**src/i2c_mt_pkg.sv**
```systemverilog
// Purpose: Shared constants for the two-wire master transmitter sequencer.
// Assumes: 32-bit APB register words at byte offsets; 25 MHz system clock.
// Notes:   Status codes carry zero prescaler bits.
package i2c_mt_pkg;
  // Register byte offsets
  localparam logic [7:0] OFS_CTRL     = 8'h00;
  localparam logic [7:0] OFS_STAT     = 8'h04;
  localparam logic [7:0] OFS_DATA     = 8'h08;
  localparam logic [7:0] OFS_BITRATE  = 8'h0C;
  localparam logic [7:0] OFS_IRQ_STAT = 8'h10;
  localparam logic [7:0] OFS_IRQ_MASK = 8'h14;
  // Control register bit positions
  localparam int CB_DONE  = 7;
  localparam int CB_ACKEN = 6;
  localparam int CB_START = 5;
  localparam int CB_STOP  = 4;
  localparam int CB_WCOL  = 3;
  localparam int CB_EN    = 2;
  // Interrupt status and mask bit positions
  localparam int IB_DONE = 0;
  localparam int IB_WCOL = 1;
  localparam int IB_ARB  = 2;
  localparam int IRQ_W   = 3;
  // Status codes
  localparam logic [7:0] SC_START     = 8'h08;
  localparam logic [7:0] SC_RSTART    = 8'h10;
  localparam logic [7:0] SC_SLAW_ACK  = 8'h18;
  localparam logic [7:0] SC_SLAW_NACK = 8'h20;
  localparam logic [7:0] SC_DATA_ACK  = 8'h28;
  localparam logic [7:0] SC_DATA_NACK = 8'h30;
  localparam logic [7:0] SC_ARB_LOST  = 8'h38;
  localparam logic [7:0] SC_SLAR_ACK  = 8'h40;
  localparam logic [7:0] SC_SLAR_NACK = 8'h48;
  localparam logic [7:0] SC_MASK      = 8'hF8;
  // Reset values
  localparam logic [7:0] STAT_RST = 8'hF8;
  localparam logic [7:0] DATA_RST = 8'hFF;
  localparam logic [7:0] MASK_RST = 8'h00;
  // Timing: one quarter of a bus bit period
  localparam int CLK_NS  = 40;
  localparam int QTR_NS  = 2500;
  localparam int QTR_CYC = QTR_NS / CLK_NS;
  // Bus sequencer states, one-hot
  typedef enum logic [5:0] {
    S_IDLE  = 6'b000001,
    S_FREE  = 6'b000010,
    S_START = 6'b000100,
    S_BYTE  = 6'b001000,
    S_STOP  = 6'b010000,
    S_HOLD  = 6'b100000
  } seq_state_t;
endpackage

```
**src/i2c_master_transmit_sequencer.sv**
```systemverilog
// Purpose: Two-wire bus master transmitter driven by software over APB.
// Assumes: Open-drain pins resolved outside; pin inputs are asynchronous.
// Notes:   Bus is held with the clock line low while the step-done flag is set, except after lost arbitration or once the enable bit is cleared.
// Behaviour
// - START from idle or after STOP is generated only once the bus has been seen free.
// - After START the done flag sets and status reads 0x08.
// - Address write bit keeps transmit mode; read bit selects receive mode.
// - After address plus write, status 0x18 ack, 0x20 nack, 0x38 lost.
// - Data write with done low is dropped and sets write collision.
// - Repeated START reports 0x10 and the bus stays owned.
// - At 0x10, write address stays transmit; read address switches to receive.
// - Resume with no start or stop sends data; start alone sends repeated START.
// - Resume with stop alone sends STOP and hardware clears the stop bit.
// - Resume with start and stop sends STOP, clears stop, then START.
// - After a data byte, status 0x28 on ack and 0x30 on nack.
// - Lost arbitration reports 0x38 and releases the bus; resume with start retries START when free.
// - Status code occupies the upper five bits; prescaler bits sit below.
// - While done is set after START or a byte and the enable bit stays set, the transfer stays suspended, holding the bus.
//
// Design decisions made here: the APB slave port and the placing of the registers.
`timescale 1ns/1ps
module i2c_master_transmit_sequencer #(
  parameter int QTR_RST = i2c_mt_pkg::QTR_CYC
) (
  input  wire logic        clk_in,
  input  wire logic        rst_b_in,
  input  wire logic        psel_in,
  input  wire logic        penable_in,
  input  wire logic        pwrite_in,
  input  wire logic [7:0]  paddr_in,
  input  wire logic [31:0] pwdata_in,
  output logic [31:0]      prdata_out,
  output logic             pready_out,
  output logic             pslverr_out,
  input  wire logic        scl_in,
  output logic             scl_out,
  output logic             scl_oe_b_out,
  input  wire logic        sda_in,
  output logic             sda_out,
  output logic             sda_oe_b_out,
  output logic             master_transmit_mode_out,
  output logic             master_receive_mode_out,
  output logic             irq_out
);
  // Phase two stretches until the synchronised clock is high, so one cycle is enough
  if (QTR_RST < 1 || QTR_RST > 255) begin : g_chk
    $error("QTR_RST must lie in 1..255");
  end

  // Pin synchronisers and delayed copies for edge finding
  logic scl_m_r, scl_s_r, sda_m_r, sda_s_r, sda_d_r, scl_d_r, busy_r, busy_nxt;
  always_ff @(posedge clk_in or negedge rst_b_in) begin
    if (!rst_b_in) begin
      scl_m_r <= 1'b1;
      scl_s_r <= 1'b1;
      sda_m_r <= 1'b1;
      sda_s_r <= 1'b1;
      sda_d_r <= 1'b1;
      scl_d_r <= 1'b1;
      busy_r  <= 1'b0;
    end else begin
      scl_m_r <= scl_in;
      scl_s_r <= scl_m_r;
      sda_m_r <= sda_in;
      sda_s_r <= sda_m_r;
      sda_d_r <= sda_s_r;
      scl_d_r <= scl_s_r;
      busy_r  <= busy_nxt;
    end
  end

  // Bus busy between any START and STOP seen on the lines
  always_comb begin
    busy_nxt = busy_r;
    if (scl_s_r && scl_d_r && sda_d_r && !sda_s_r) busy_nxt = 1'b1;
    if (scl_s_r && scl_d_r && !sda_d_r && sda_s_r) busy_nxt = 1'b0;
  end

  // APB decode
  logic setup, wr, wr_ctrl, wr_data, go, hit;
  assign setup   = psel_in && !penable_in;
  assign wr      = psel_in && penable_in && pwrite_in;
  assign wr_ctrl = wr && paddr_in == i2c_mt_pkg::OFS_CTRL;
  assign wr_data = wr && paddr_in == i2c_mt_pkg::OFS_DATA;
  assign go      = wr_ctrl && pwdata_in[i2c_mt_pkg::CB_DONE] && pwdata_in[i2c_mt_pkg::CB_EN];
  assign pready_out = psel_in && penable_in;
  assign hit = paddr_in == i2c_mt_pkg::OFS_CTRL || paddr_in == i2c_mt_pkg::OFS_STAT
            || paddr_in == i2c_mt_pkg::OFS_DATA || paddr_in == i2c_mt_pkg::OFS_BITRATE
            || paddr_in == i2c_mt_pkg::OFS_IRQ_STAT || paddr_in == i2c_mt_pkg::OFS_IRQ_MASK;

  // Software-visible registers
  logic       done_r, done_nxt, start_r, start_nxt, stop_r, stop_nxt;
  logic       en_r, en_nxt, acken_r, acken_nxt, wcol_r, wcol_nxt, err_r, err_nxt;
  logic [7:0] code_r, code_nxt, data_r, data_nxt, brate_r, brate_nxt;
  logic [1:0] presc_r, presc_nxt;
  logic [2:0] istat_r, istat_nxt, imask_r, imask_nxt;
  logic [31:0] rdata_r, rdata_nxt;
  logic       hw_set, hw_stop_clr, arb_ev;
  logic [7:0] hw_code;

  always_comb begin
    done_nxt  = hw_set || (done_r && !go);
    start_nxt = wr_ctrl ? pwdata_in[i2c_mt_pkg::CB_START] : start_r;
    stop_nxt  = wr_ctrl ? pwdata_in[i2c_mt_pkg::CB_STOP] : (stop_r && !hw_stop_clr);
    en_nxt    = wr_ctrl ? pwdata_in[i2c_mt_pkg::CB_EN] : en_r;
    acken_nxt = wr_ctrl ? pwdata_in[i2c_mt_pkg::CB_ACKEN] : acken_r;
    wcol_nxt  = wr_data ? !done_r : wcol_r;
    data_nxt  = (wr_data && done_r) ? pwdata_in[7:0] : data_r;
    code_nxt  = hw_set ? hw_code : code_r;
    presc_nxt = (wr && paddr_in == i2c_mt_pkg::OFS_STAT) ? pwdata_in[1:0] : presc_r;
    brate_nxt = (wr && paddr_in == i2c_mt_pkg::OFS_BITRATE) ? pwdata_in[7:0] : brate_r;
    imask_nxt = (wr && paddr_in == i2c_mt_pkg::OFS_IRQ_MASK) ? pwdata_in[2:0] : imask_r;
    istat_nxt = istat_r;
    if (wr && paddr_in == i2c_mt_pkg::OFS_IRQ_STAT) istat_nxt = istat_r & ~pwdata_in[2:0];
    istat_nxt[i2c_mt_pkg::IB_DONE] = istat_nxt[i2c_mt_pkg::IB_DONE] | hw_set;
    istat_nxt[i2c_mt_pkg::IB_WCOL] = istat_nxt[i2c_mt_pkg::IB_WCOL] | (wr_data && !done_r);
    istat_nxt[i2c_mt_pkg::IB_ARB]  = istat_nxt[i2c_mt_pkg::IB_ARB] | arb_ev;
    rdata_nxt = rdata_r;
    err_nxt   = err_r;
    if (setup) begin
      err_nxt = !hit;
      case (paddr_in)
        i2c_mt_pkg::OFS_CTRL:     rdata_nxt = {24'h00_0000, done_r, acken_r, start_r,
                                               stop_r, wcol_r, en_r, 2'b00};
        i2c_mt_pkg::OFS_STAT:     rdata_nxt = {24'h00_0000, code_r[7:3], 1'b0, presc_r};
        i2c_mt_pkg::OFS_DATA:     rdata_nxt = {24'h00_0000, data_r};
        i2c_mt_pkg::OFS_BITRATE:  rdata_nxt = {24'h00_0000, brate_r};
        i2c_mt_pkg::OFS_IRQ_STAT: rdata_nxt = {29'h0000_0000, istat_r};
        i2c_mt_pkg::OFS_IRQ_MASK: rdata_nxt = {29'h0000_0000, imask_r};
        default:                  rdata_nxt = 32'h0000_0000;
      endcase
    end
  end

  always_ff @(posedge clk_in or negedge rst_b_in) begin
    if (!rst_b_in) begin
      done_r  <= 1'b0;
      start_r <= 1'b0;
      stop_r  <= 1'b0;
      en_r    <= 1'b0;
      acken_r <= 1'b0;
      wcol_r  <= 1'b0;
      err_r   <= 1'b0;
      code_r  <= i2c_mt_pkg::STAT_RST;
      data_r  <= i2c_mt_pkg::DATA_RST;
      presc_r <= 2'b00;
      brate_r <= 8'(QTR_RST);
      istat_r <= 3'b000;
      imask_r <= i2c_mt_pkg::MASK_RST[2:0];
      rdata_r <= 32'h0000_0000;
    end else begin
      done_r  <= done_nxt;
      start_r <= start_nxt;
      stop_r  <= stop_nxt;
      en_r    <= en_nxt;
      acken_r <= acken_nxt;
      wcol_r  <= wcol_nxt;
      err_r   <= err_nxt;
      code_r  <= code_nxt;
      data_r  <= data_nxt;
      presc_r <= presc_nxt;
      brate_r <= brate_nxt;
      istat_r <= istat_nxt;
      imask_r <= imask_nxt;
      rdata_r <= rdata_nxt;
    end
  end

  assign prdata_out  = rdata_r;
  assign pslverr_out = pready_out && err_r;
  assign irq_out     = |(istat_r & imask_r);

  // Bus sequencer state
  i2c_mt_pkg::seq_state_t st_r, st_nxt;
  logic [1:0]  ph_r, ph_nxt;
  logic [15:0] cnt_r, cnt_nxt, qtr;
  logic [3:0]  bit_r, bit_nxt;
  logic [7:0]  sh_r, sh_nxt;
  logic        scl_rel_r, scl_rel_nxt, sda_rel_r, sda_rel_nxt;
  logic        own_r, own_nxt, adr_r, adr_nxt, rw_r, rw_nxt, ack_r, ack_nxt, rx_r, rx_nxt;
  logic        tick, adv;

  // Quarter period scaled by the prescaler, four times per step
  assign qtr  = 16'({8'h00, brate_r} << {presc_r, 1'b0});
  assign tick = cnt_r == 16'h0000;
  assign adv  = tick && (ph_r != 2'd2 || scl_s_r);

  always_comb begin
    st_nxt = st_r;
    ph_nxt = ph_r;
    cnt_nxt = tick ? qtr : 16'(cnt_r - 16'h0001);
    bit_nxt = bit_r;
    sh_nxt = sh_r;
    scl_rel_nxt = scl_rel_r;
    sda_rel_nxt = sda_rel_r;
    own_nxt = own_r;
    adr_nxt = adr_r;
    rw_nxt = rw_r;
    ack_nxt = ack_r;
    rx_nxt = rx_r;
    hw_set = 1'b0;
    hw_code = code_r;
    hw_stop_clr = 1'b0;
    arb_ev = 1'b0;
    case (st_r)
      i2c_mt_pkg::S_IDLE: begin
        scl_rel_nxt = 1'b1;
        sda_rel_nxt = 1'b1;
        own_nxt = 1'b0;
        rx_nxt = 1'b0;
        if (go && pwdata_in[i2c_mt_pkg::CB_START]) st_nxt = i2c_mt_pkg::S_FREE;
      end
      i2c_mt_pkg::S_FREE: begin
        if (!busy_r) begin
          st_nxt = i2c_mt_pkg::S_START;
          ph_nxt = 2'd0;
          cnt_nxt = qtr;
        end
      end
      i2c_mt_pkg::S_START: begin
        if (adv) begin
          ph_nxt = 2'(ph_r + 2'd1);
          case (ph_r)
            2'd0: sda_rel_nxt = 1'b1;
            2'd1: scl_rel_nxt = 1'b1;
            2'd2: sda_rel_nxt = 1'b0;
            default: begin
              scl_rel_nxt = 1'b0;
              hw_set = 1'b1;
              hw_code = own_r ? i2c_mt_pkg::SC_RSTART : i2c_mt_pkg::SC_START;
              own_nxt = 1'b1;
              adr_nxt = 1'b1;
              rx_nxt = 1'b0;
              st_nxt = i2c_mt_pkg::S_HOLD;
            end
          endcase
        end
      end
      i2c_mt_pkg::S_BYTE: begin
        if (adv) begin
          ph_nxt = 2'(ph_r + 2'd1);
          case (ph_r)
            2'd0: sda_rel_nxt = (bit_r == 4'd8) ? 1'b1 : sh_r[7];
            2'd1: scl_rel_nxt = 1'b1;
            2'd2: begin
              if (bit_r != 4'd8 && sda_rel_r && !sda_s_r) begin
                scl_rel_nxt = 1'b1;
                hw_set = 1'b1;
                hw_code = i2c_mt_pkg::SC_ARB_LOST;
                arb_ev = 1'b1;
                own_nxt = 1'b0;
                st_nxt = i2c_mt_pkg::S_IDLE;
              end
              ack_nxt = !sda_s_r;
            end
            default: begin
              scl_rel_nxt = 1'b0;
              sh_nxt = {sh_r[6:0], 1'b0};
              bit_nxt = 4'(bit_r + 4'd1);
              if (bit_r == 4'd8) begin
                hw_set = 1'b1;
                st_nxt = i2c_mt_pkg::S_HOLD;
                adr_nxt = 1'b0;
                rx_nxt = adr_r && rw_r;
                if (adr_r && rw_r)
                  hw_code = ack_r ? i2c_mt_pkg::SC_SLAR_ACK : i2c_mt_pkg::SC_SLAR_NACK;
                else if (adr_r)
                  hw_code = ack_r ? i2c_mt_pkg::SC_SLAW_ACK : i2c_mt_pkg::SC_SLAW_NACK;
                else
                  hw_code = ack_r ? i2c_mt_pkg::SC_DATA_ACK : i2c_mt_pkg::SC_DATA_NACK;
              end
            end
          endcase
        end
      end
      i2c_mt_pkg::S_STOP: begin
        if (adv) begin
          ph_nxt = 2'(ph_r + 2'd1);
          case (ph_r)
            2'd0: sda_rel_nxt = 1'b0;
            2'd1: scl_rel_nxt = 1'b1;
            2'd2: sda_rel_nxt = 1'b1;
            default: begin
              hw_stop_clr = 1'b1;
              own_nxt = 1'b0;
              rx_nxt = 1'b0;
              st_nxt = start_r ? i2c_mt_pkg::S_FREE : i2c_mt_pkg::S_IDLE;
            end
          endcase
        end
      end
      i2c_mt_pkg::S_HOLD: begin
        scl_rel_nxt = 1'b0;
        if (go) begin
          ph_nxt = 2'd0;
          cnt_nxt = qtr;
          if (pwdata_in[i2c_mt_pkg::CB_STOP]) st_nxt = i2c_mt_pkg::S_STOP;
          else if (pwdata_in[i2c_mt_pkg::CB_START]) st_nxt = i2c_mt_pkg::S_START;
          else begin
            st_nxt = i2c_mt_pkg::S_BYTE;
            bit_nxt = 4'd0;
            sh_nxt = data_r;
            rw_nxt = adr_r && data_r[0];
          end
        end
      end
      default: st_nxt = i2c_mt_pkg::S_IDLE;
    endcase
    // Abort on the value being written, so one write may both enable and start
    if (!en_nxt) begin
      st_nxt = i2c_mt_pkg::S_IDLE;
      scl_rel_nxt = 1'b1;
      sda_rel_nxt = 1'b1;
      own_nxt = 1'b0;
    end
  end

  always_ff @(posedge clk_in or negedge rst_b_in) begin
    if (!rst_b_in) begin
      st_r      <= i2c_mt_pkg::S_IDLE;
      ph_r      <= 2'd0;
      cnt_r     <= 16'h0000;
      bit_r     <= 4'd0;
      sh_r      <= 8'h00;
      scl_rel_r <= 1'b1;
      sda_rel_r <= 1'b1;
      own_r     <= 1'b0;
      adr_r     <= 1'b0;
      rw_r      <= 1'b0;
      ack_r     <= 1'b0;
      rx_r      <= 1'b0;
    end else begin
      st_r      <= st_nxt;
      ph_r      <= ph_nxt;
      cnt_r     <= cnt_nxt;
      bit_r     <= bit_nxt;
      sh_r      <= sh_nxt;
      scl_rel_r <= scl_rel_nxt;
      sda_rel_r <= sda_rel_nxt;
      own_r     <= own_nxt;
      adr_r     <= adr_nxt;
      rw_r      <= rw_nxt;
      ack_r     <= ack_nxt;
      rx_r      <= rx_nxt;
    end
  end

  // Open-drain pins: output enable low pulls the line low
  assign scl_out      = 1'b0;
  assign sda_out      = 1'b0;
  assign scl_oe_b_out = scl_rel_r;
  assign sda_oe_b_out = sda_rel_r;
  assign master_receive_mode_out  = rx_r;
  assign master_transmit_mode_out = own_r && !rx_r;
endmodule

```
**config.mk**
```make
export PLATFORM = sky130hd
export DESIGN_NAME = i2c_master_transmit_sequencer
export DESIGN_NICKNAME = d
export VERILOG_FILES = /design/src/i2c_mt_pkg.sv /design/src/i2c_master_transmit_sequencer.sv
export SDC_FILE = /design/constraint.sdc
export NUM_CORES = 1
export LEC_CHECK = 0
export ABC_AREA = 0
export BUFFER_PORTS_ARGS = -buffer_cell sky130_fd_sc_hd__buf_2
export CORE_MARGIN = 1.5
export CORE_UTILIZATION = 35
export DETAILED_ROUTE_END_ITERATION = 12
export PLACE_DENSITY = 0.65
export SLEW_MARGIN = 20
export SYNTH_ARGS = -nofsm -noshare
export SYNTH_HDL_FRONTEND = slang
export SYNTH_SLANG_ARGS = --single-unit
```
**constraint.sdc**
```tcl
create_clock -name clk_in -period 6.4 [get_ports clk_in]
set_input_delay 1.28 -clock clk_in [delete_from_list [all_inputs] [get_ports clk_in]]
set_output_delay 1.28 -clock clk_in [all_outputs]
set_load 0.1 [all_outputs]
```
# Word-level counts from Yosys, hierarchy flattened
# Index checks and enable logic that the tools add are counted.
# W data, S select, Z words.
[totals]
output_inout_bits = 41
regBits = 121
ramBits = 0
mem_bits_ro = 0
latchBits = 0
n_memories = 0
[op_classes]
muxes = 101
multipliers = 0
eq_ne = 52
bitwise = 8
n_reduce_logical = 68
div_mod_pow = 0
n_lt_le_gt_ge = 0
shifts = 1
addsub = 3
[op_table]
columns = ["operator", "count"]
rows = [
  ["$mux W8", 10],
  ["$mux W6", 13],
  ["$ne A3 B3 Y1 const B", 17],
  ["$mux W16", 3],
  ["$pmux W8 S2", 3],
  ["$pmux W8 S6", 1],
  ["$mux W1", 39],
  ["$pmux W6 S6", 1],
  ["$pmux W16 S2", 1],
  ["$logic_and A1 B1 Y1", 28],
  ["$mux W4", 7],
  ["$ne A2 B2 Y1 const B", 12],
  ["$reduce_and A8 Y1", 3],
  ["$ne A4 B4 Y1 const B", 5],
  ["$reduce_and A6 Y1", 3],
  ["$eq A8 B4 Y1 const B", 2],
  ["$eq A8 B5 Y1 const B", 2],
  ["$logic_not A16 Y1", 1],
  ["$shl A8 B3 Y16", 1],
  ["$sub A16 B1 Y16 const B", 1],
  ["$mux W5", 3],
  ["$pmux W1 S2", 6],
  ["$pmux W6 S2", 1],
  ["$reduce_and A11 Y1", 1],
  ["38 further kinds", 69],
]

# Logic depth before layout (Yosys ltp)
[depth]
depth_word = 9
mapped_depth = 9

# Least setup slack after synthesis
# No wires, ideal clock.
[synth_path]
kind = "reg2out"
from = "register rx_r, in the netlist master_receive_mode_out"
to = "output port master_transmit_mode_out"
path_slack_ps = 2886
arrival_ps = 2234
path_stages_with_launch = 2
path_cell_list = "dfrtp_1 > nor2b_1"
[synth_between]
elab_chain_cells = 2
[synth_lines]
columns = ["item", "line_no", "source"]
rows = [
  ["start, declared", "i2c_master_transmit_sequencer.sv:180", "logic own_r, own_nxt, adr_r, adr_nxt, rw_r, rw_nxt, ack_r, ack_nxt, rx_r, rx_nxt;"],
  ["start signal, assigned", "i2c_master_transmit_sequencer.sv:344", "rx_r <= rx_nxt;"],
  ["$logic_not A1 Y1", "i2c_master_transmit_sequencer.sv:354", "assign master_transmit_mode_out = own_r && !rx_r;"],
  ["$logic_and A1 B1 Y1", "i2c_master_transmit_sequencer.sv:354", ""],
  ["end, declared", "i2c_master_transmit_sequencer.sv:41", "output logic master_transmit_mode_out,"],
]
# No other way between the ends.

# Worst setup path after layout
[layout_path]
from = "input port paddr_in[2]"
to = "register cnt_r[3]"
[layout_between]
elab_chain_cells = 6
[layout_lines]
columns = ["item", "line_no", "source"]
rows = [
  ["start, declared", "i2c_master_transmit_sequencer.sv:30", "input wire logic [7:0] paddr_in,"],
  ["$logic_not A8 Y1", "i2c_master_transmit_sequencer.sv:83", "assign wr_ctrl = wr && paddr_in == i2c_mt_pkg::OFS_CTRL;"],
  ["$logic_and A1 B1 Y1", "i2c_master_transmit_sequencer.sv:83", ""],
  ["$logic_and A1 B1 Y1 (2 in series)", "i2c_master_transmit_sequencer.sv:85", "assign go = wr_ctrl && pwdata_in[i2c_mt_pkg::CB_DONE] && pwdata_in[i2c_mt_pkg::CB_EN];"],
  ["$mux W16", "i2c_master_transmit_sequencer.sv:294", "if (go) begin"],
  ["$pmux W16 S2", "i2c_master_transmit_sequencer.sv:205", "case (st_r)"],
  ["via cnt_nxt[3]", "i2c_master_transmit_sequencer.sv:176", "logic [15:0] cnt_r, cnt_nxt, qtr;"],
  ["end signal, assigned", "i2c_master_transmit_sequencer.sv:335", "cnt_r <= cnt_nxt;"],
  ["end, declared", "i2c_master_transmit_sequencer.sv:176", ""],
]
# The timed path passes the listed nets, and every way through them passes these cells.
# A chain may end at the register's enable or synchronous reset.

==> metrics.txt <==
clock latency on the worst-skew pair=350 ps; clock root buffer=clkbuf_16; Arrival @ worst endpoint=3900 ps; Final Worst Setup Slack=2730 ps; post-cts resize count=0; routed len/inst=17.1 µm; DRT Wirelength=13300 µm; Pre-antenna DRT Iters=5; IO Pins=88; Final Max Slew Viols=0; Core ar.=15300 µm²; Crit Path Class=in -> reg; Final min period=3670 ps; Post-CTS Hold Buffers=0; grt total ovfl=0; Hold Crit Class=reg -> reg; hold path start=scl_m_r; Setup violations, final=0; Final nets=622; vias=4202; setup tns final=0 ps; Syn Std Cell Area=5530 µm²; RSZ-0062 raised after global routing=false; Pint=0.000892 W; FILL cells=1491; Starting Density=0.361; CTS Sinks=94; vias in the first global route=4147; Pleak=2.69 nW; CP endpoint kind=register; multi-input logic area=2820 µm²; YS warnings=0; Netlist cell types=72; Hold Path Sink=scl_s_r; Critical R2R Launch=cnt_r[6]; status=finished clean; via/cell ratio=5.37; worst slew pin tran=965 ps; EDFF count, synth=0; antenna viol nets, final=0; Reg2Reg Depth=5; Critical Path Source Type=primary input; most frequent cells in the layout=67 x dfrtp_1, 61 x nand2_1, 36 x buf_2; initial antenna violation count=0; Yosys reg bits=94; Cell Rows=45; Worst Setup SP=paddr_in[2]; CTS Buffer Depth=2; hold path depth=0; Post-synth top flop=dfrtp_1; die area=16600 µm²; Reg2Reg Setup Slack=3350 ps; Post-CTS Setup Inserts=0; Synth async-reset ratio=1.00; share of power burned in registers=0.485; CTS tree=built; Buffers on Ports=37; sequential element share of the synthesized area=0.431; design area=6030 µm²; Max H-tree Level=3; area grow syn2layout=8.95%; worst slack at placement=2390 ps; chip width=129 µm; Power Density=208 nW/µm²; Max Cap Violations=0; post-synthesis cell count=546; Die Y=129 µm; share of cells above drive strength 1=0.224; DRC Markers=0; Crit path required time=6640 ps; pin count of the biggest net entering global routing=77; Comb power frac=0.095; placed inst area=5730 µm²; syn avg cell area=10.1 µm²; clock skew=6.89 ps; Final Hold Slack=356 ps; clock-pin slew on the worst setup and hold paths=70 ps; overall global routing resource usage=0.168; commonest non-fill, non-tap cell in the layout=dfrtp_1; DP Wirelength=9830 µm; IR Drop Worst-Case VDD=0.000114 V; highest clock rate=273 MHz; Psw=0.000362 W; Total Power=0.00125 W; Detailed Route Iter0 Violations=381; Crit Path Max Fanout=16; GPL Wtd Cong=0.850; final cycle utilization of the critical path=0.573; ANT cells=0; reg-to-reg endpoint=st_r[0]; CTS Buf Count=9; switching share of power=0.289; Rel. slew slack=0.357; Clock Power Share=0.420; first-pass GRT wire length=21800 µm; sequential cell area=2390 µm²; final hold vios=0
## metrics by stage
stage | util | cells
2_1_floorplan | - | 571
3_3_place_gp | 0.374 | 766
3_5_place_dp | 0.374 | 766
4_1_cts | 0.393 | 782
5_1_grt | 0.394 | 782
6_report | 0.394 | 782
## metal layers
metal / vias up / wire, µm / GRT usage
met5: - / 0 / 0
met1: 2071 / 6190 / 0.226
met4: 0 / 227 / 0.0595
met3: 18 / 573 / 0.0333
met2: 133 / 6360 / 0.269
li1: 1980 / - / -
## state kept, by name (all words and copies together), names as in the netlist, 4 cells and up
register,count
code_r,5
brate_r,8
cnt_r,16
st_r,6
data_r,8
bit_r,4
prdata_out,8
sh_r,8
## power groups by stage
| stage | sequential [W] | combinational (W) | clock [W] |
|---|---|---|---|
| final | 0.000609 | 0.000119 | 0.000527 |
| after global routing | 0.000609 | 0.000126 | 0.000566 |
| after global placement | 0.000619 | 0.000119 | 0 |
| after CTS | 0.000609 | 0.000119 | 0.000537 |
| after detailed placement | 0.000620 | 0.000119 | 0 |
| after floorplan | 0.000617 | 0.000105 | 0 |
## synthesized netlist by cell type, types with 6 or more instances
master     n  area (µm²)
o21ai_0   23         115
nor3_1    14        70.1
nor2b_1    6        37.5
dfstp_2   27         709
a21oi_1   16        80.1
nand2_1   61         229
mux2i_1   23         230
or3_1      8        50.1
mux2_2    32         360
inv_1     19        71.3
nor2_1    25        93.8
a41oi_1   10        87.6
dfrtp_1   67        1680
ha_1       9         113
a22o_1     9        78.8
clkbuf_1  16        60.1
xnor2_1    8        70.1
nand3_1   21         105
buf_4     27         203
and2_1     7        43.8
xor2_1     8        70.1
nor4_1     9        56.3
## layout make-up
| type | instances | area share |
|---|---|---|
| clock buffers | 9 | 0.0374 |
| clock inverters | 7 | 0.0106 |
| inverters | 20 | 0.0125 |
| multi-input cells | 403 | 0.468 |
| flip-flops and latches | 94 | 0.396 |
| well taps | 211 | 0.0438 |
| repair buffers | 38 | 0.0324 |
## how the worst max path moves through the flow
stage | cells past startpoint | end | slack, ps
6_report | 6 | cnt_r[3] | 2730
5_1_grt | 6 | bit_r[2] | 2650
4_1_cts | 6 | cnt_r[3] | 2750
3_5_place_dp | 6 | cnt_r[2] | 2390
3_3_place_gp | 6 | cnt_r[2] | 2410
2_1_floorplan | 1 | master_transmit_mode_out | 2890
## critical path, cell delays in order
cell and delay, ps:
buf_2 210, or4_4 600, or4_4 610, a21o_1 240, o22a_1 510, mux2_4 440
## cells by family (layout without fill, tap and decap cells)
group	count (synthesis)	in the layout	share of synthesized area
adders and majority gates	9	9	0.0203
muxes	63	63	0.137
DFF	94	94	0.431
buffers and inverters	74	74	0.0778
and+or+nand+nor	187	187	0.175
AOI/OAI and AO/OA	102	102	0.132
other	1	26	0.000678
xor gates and xnor gates	16	16	0.0253
(Power assumes the default switching activity.)
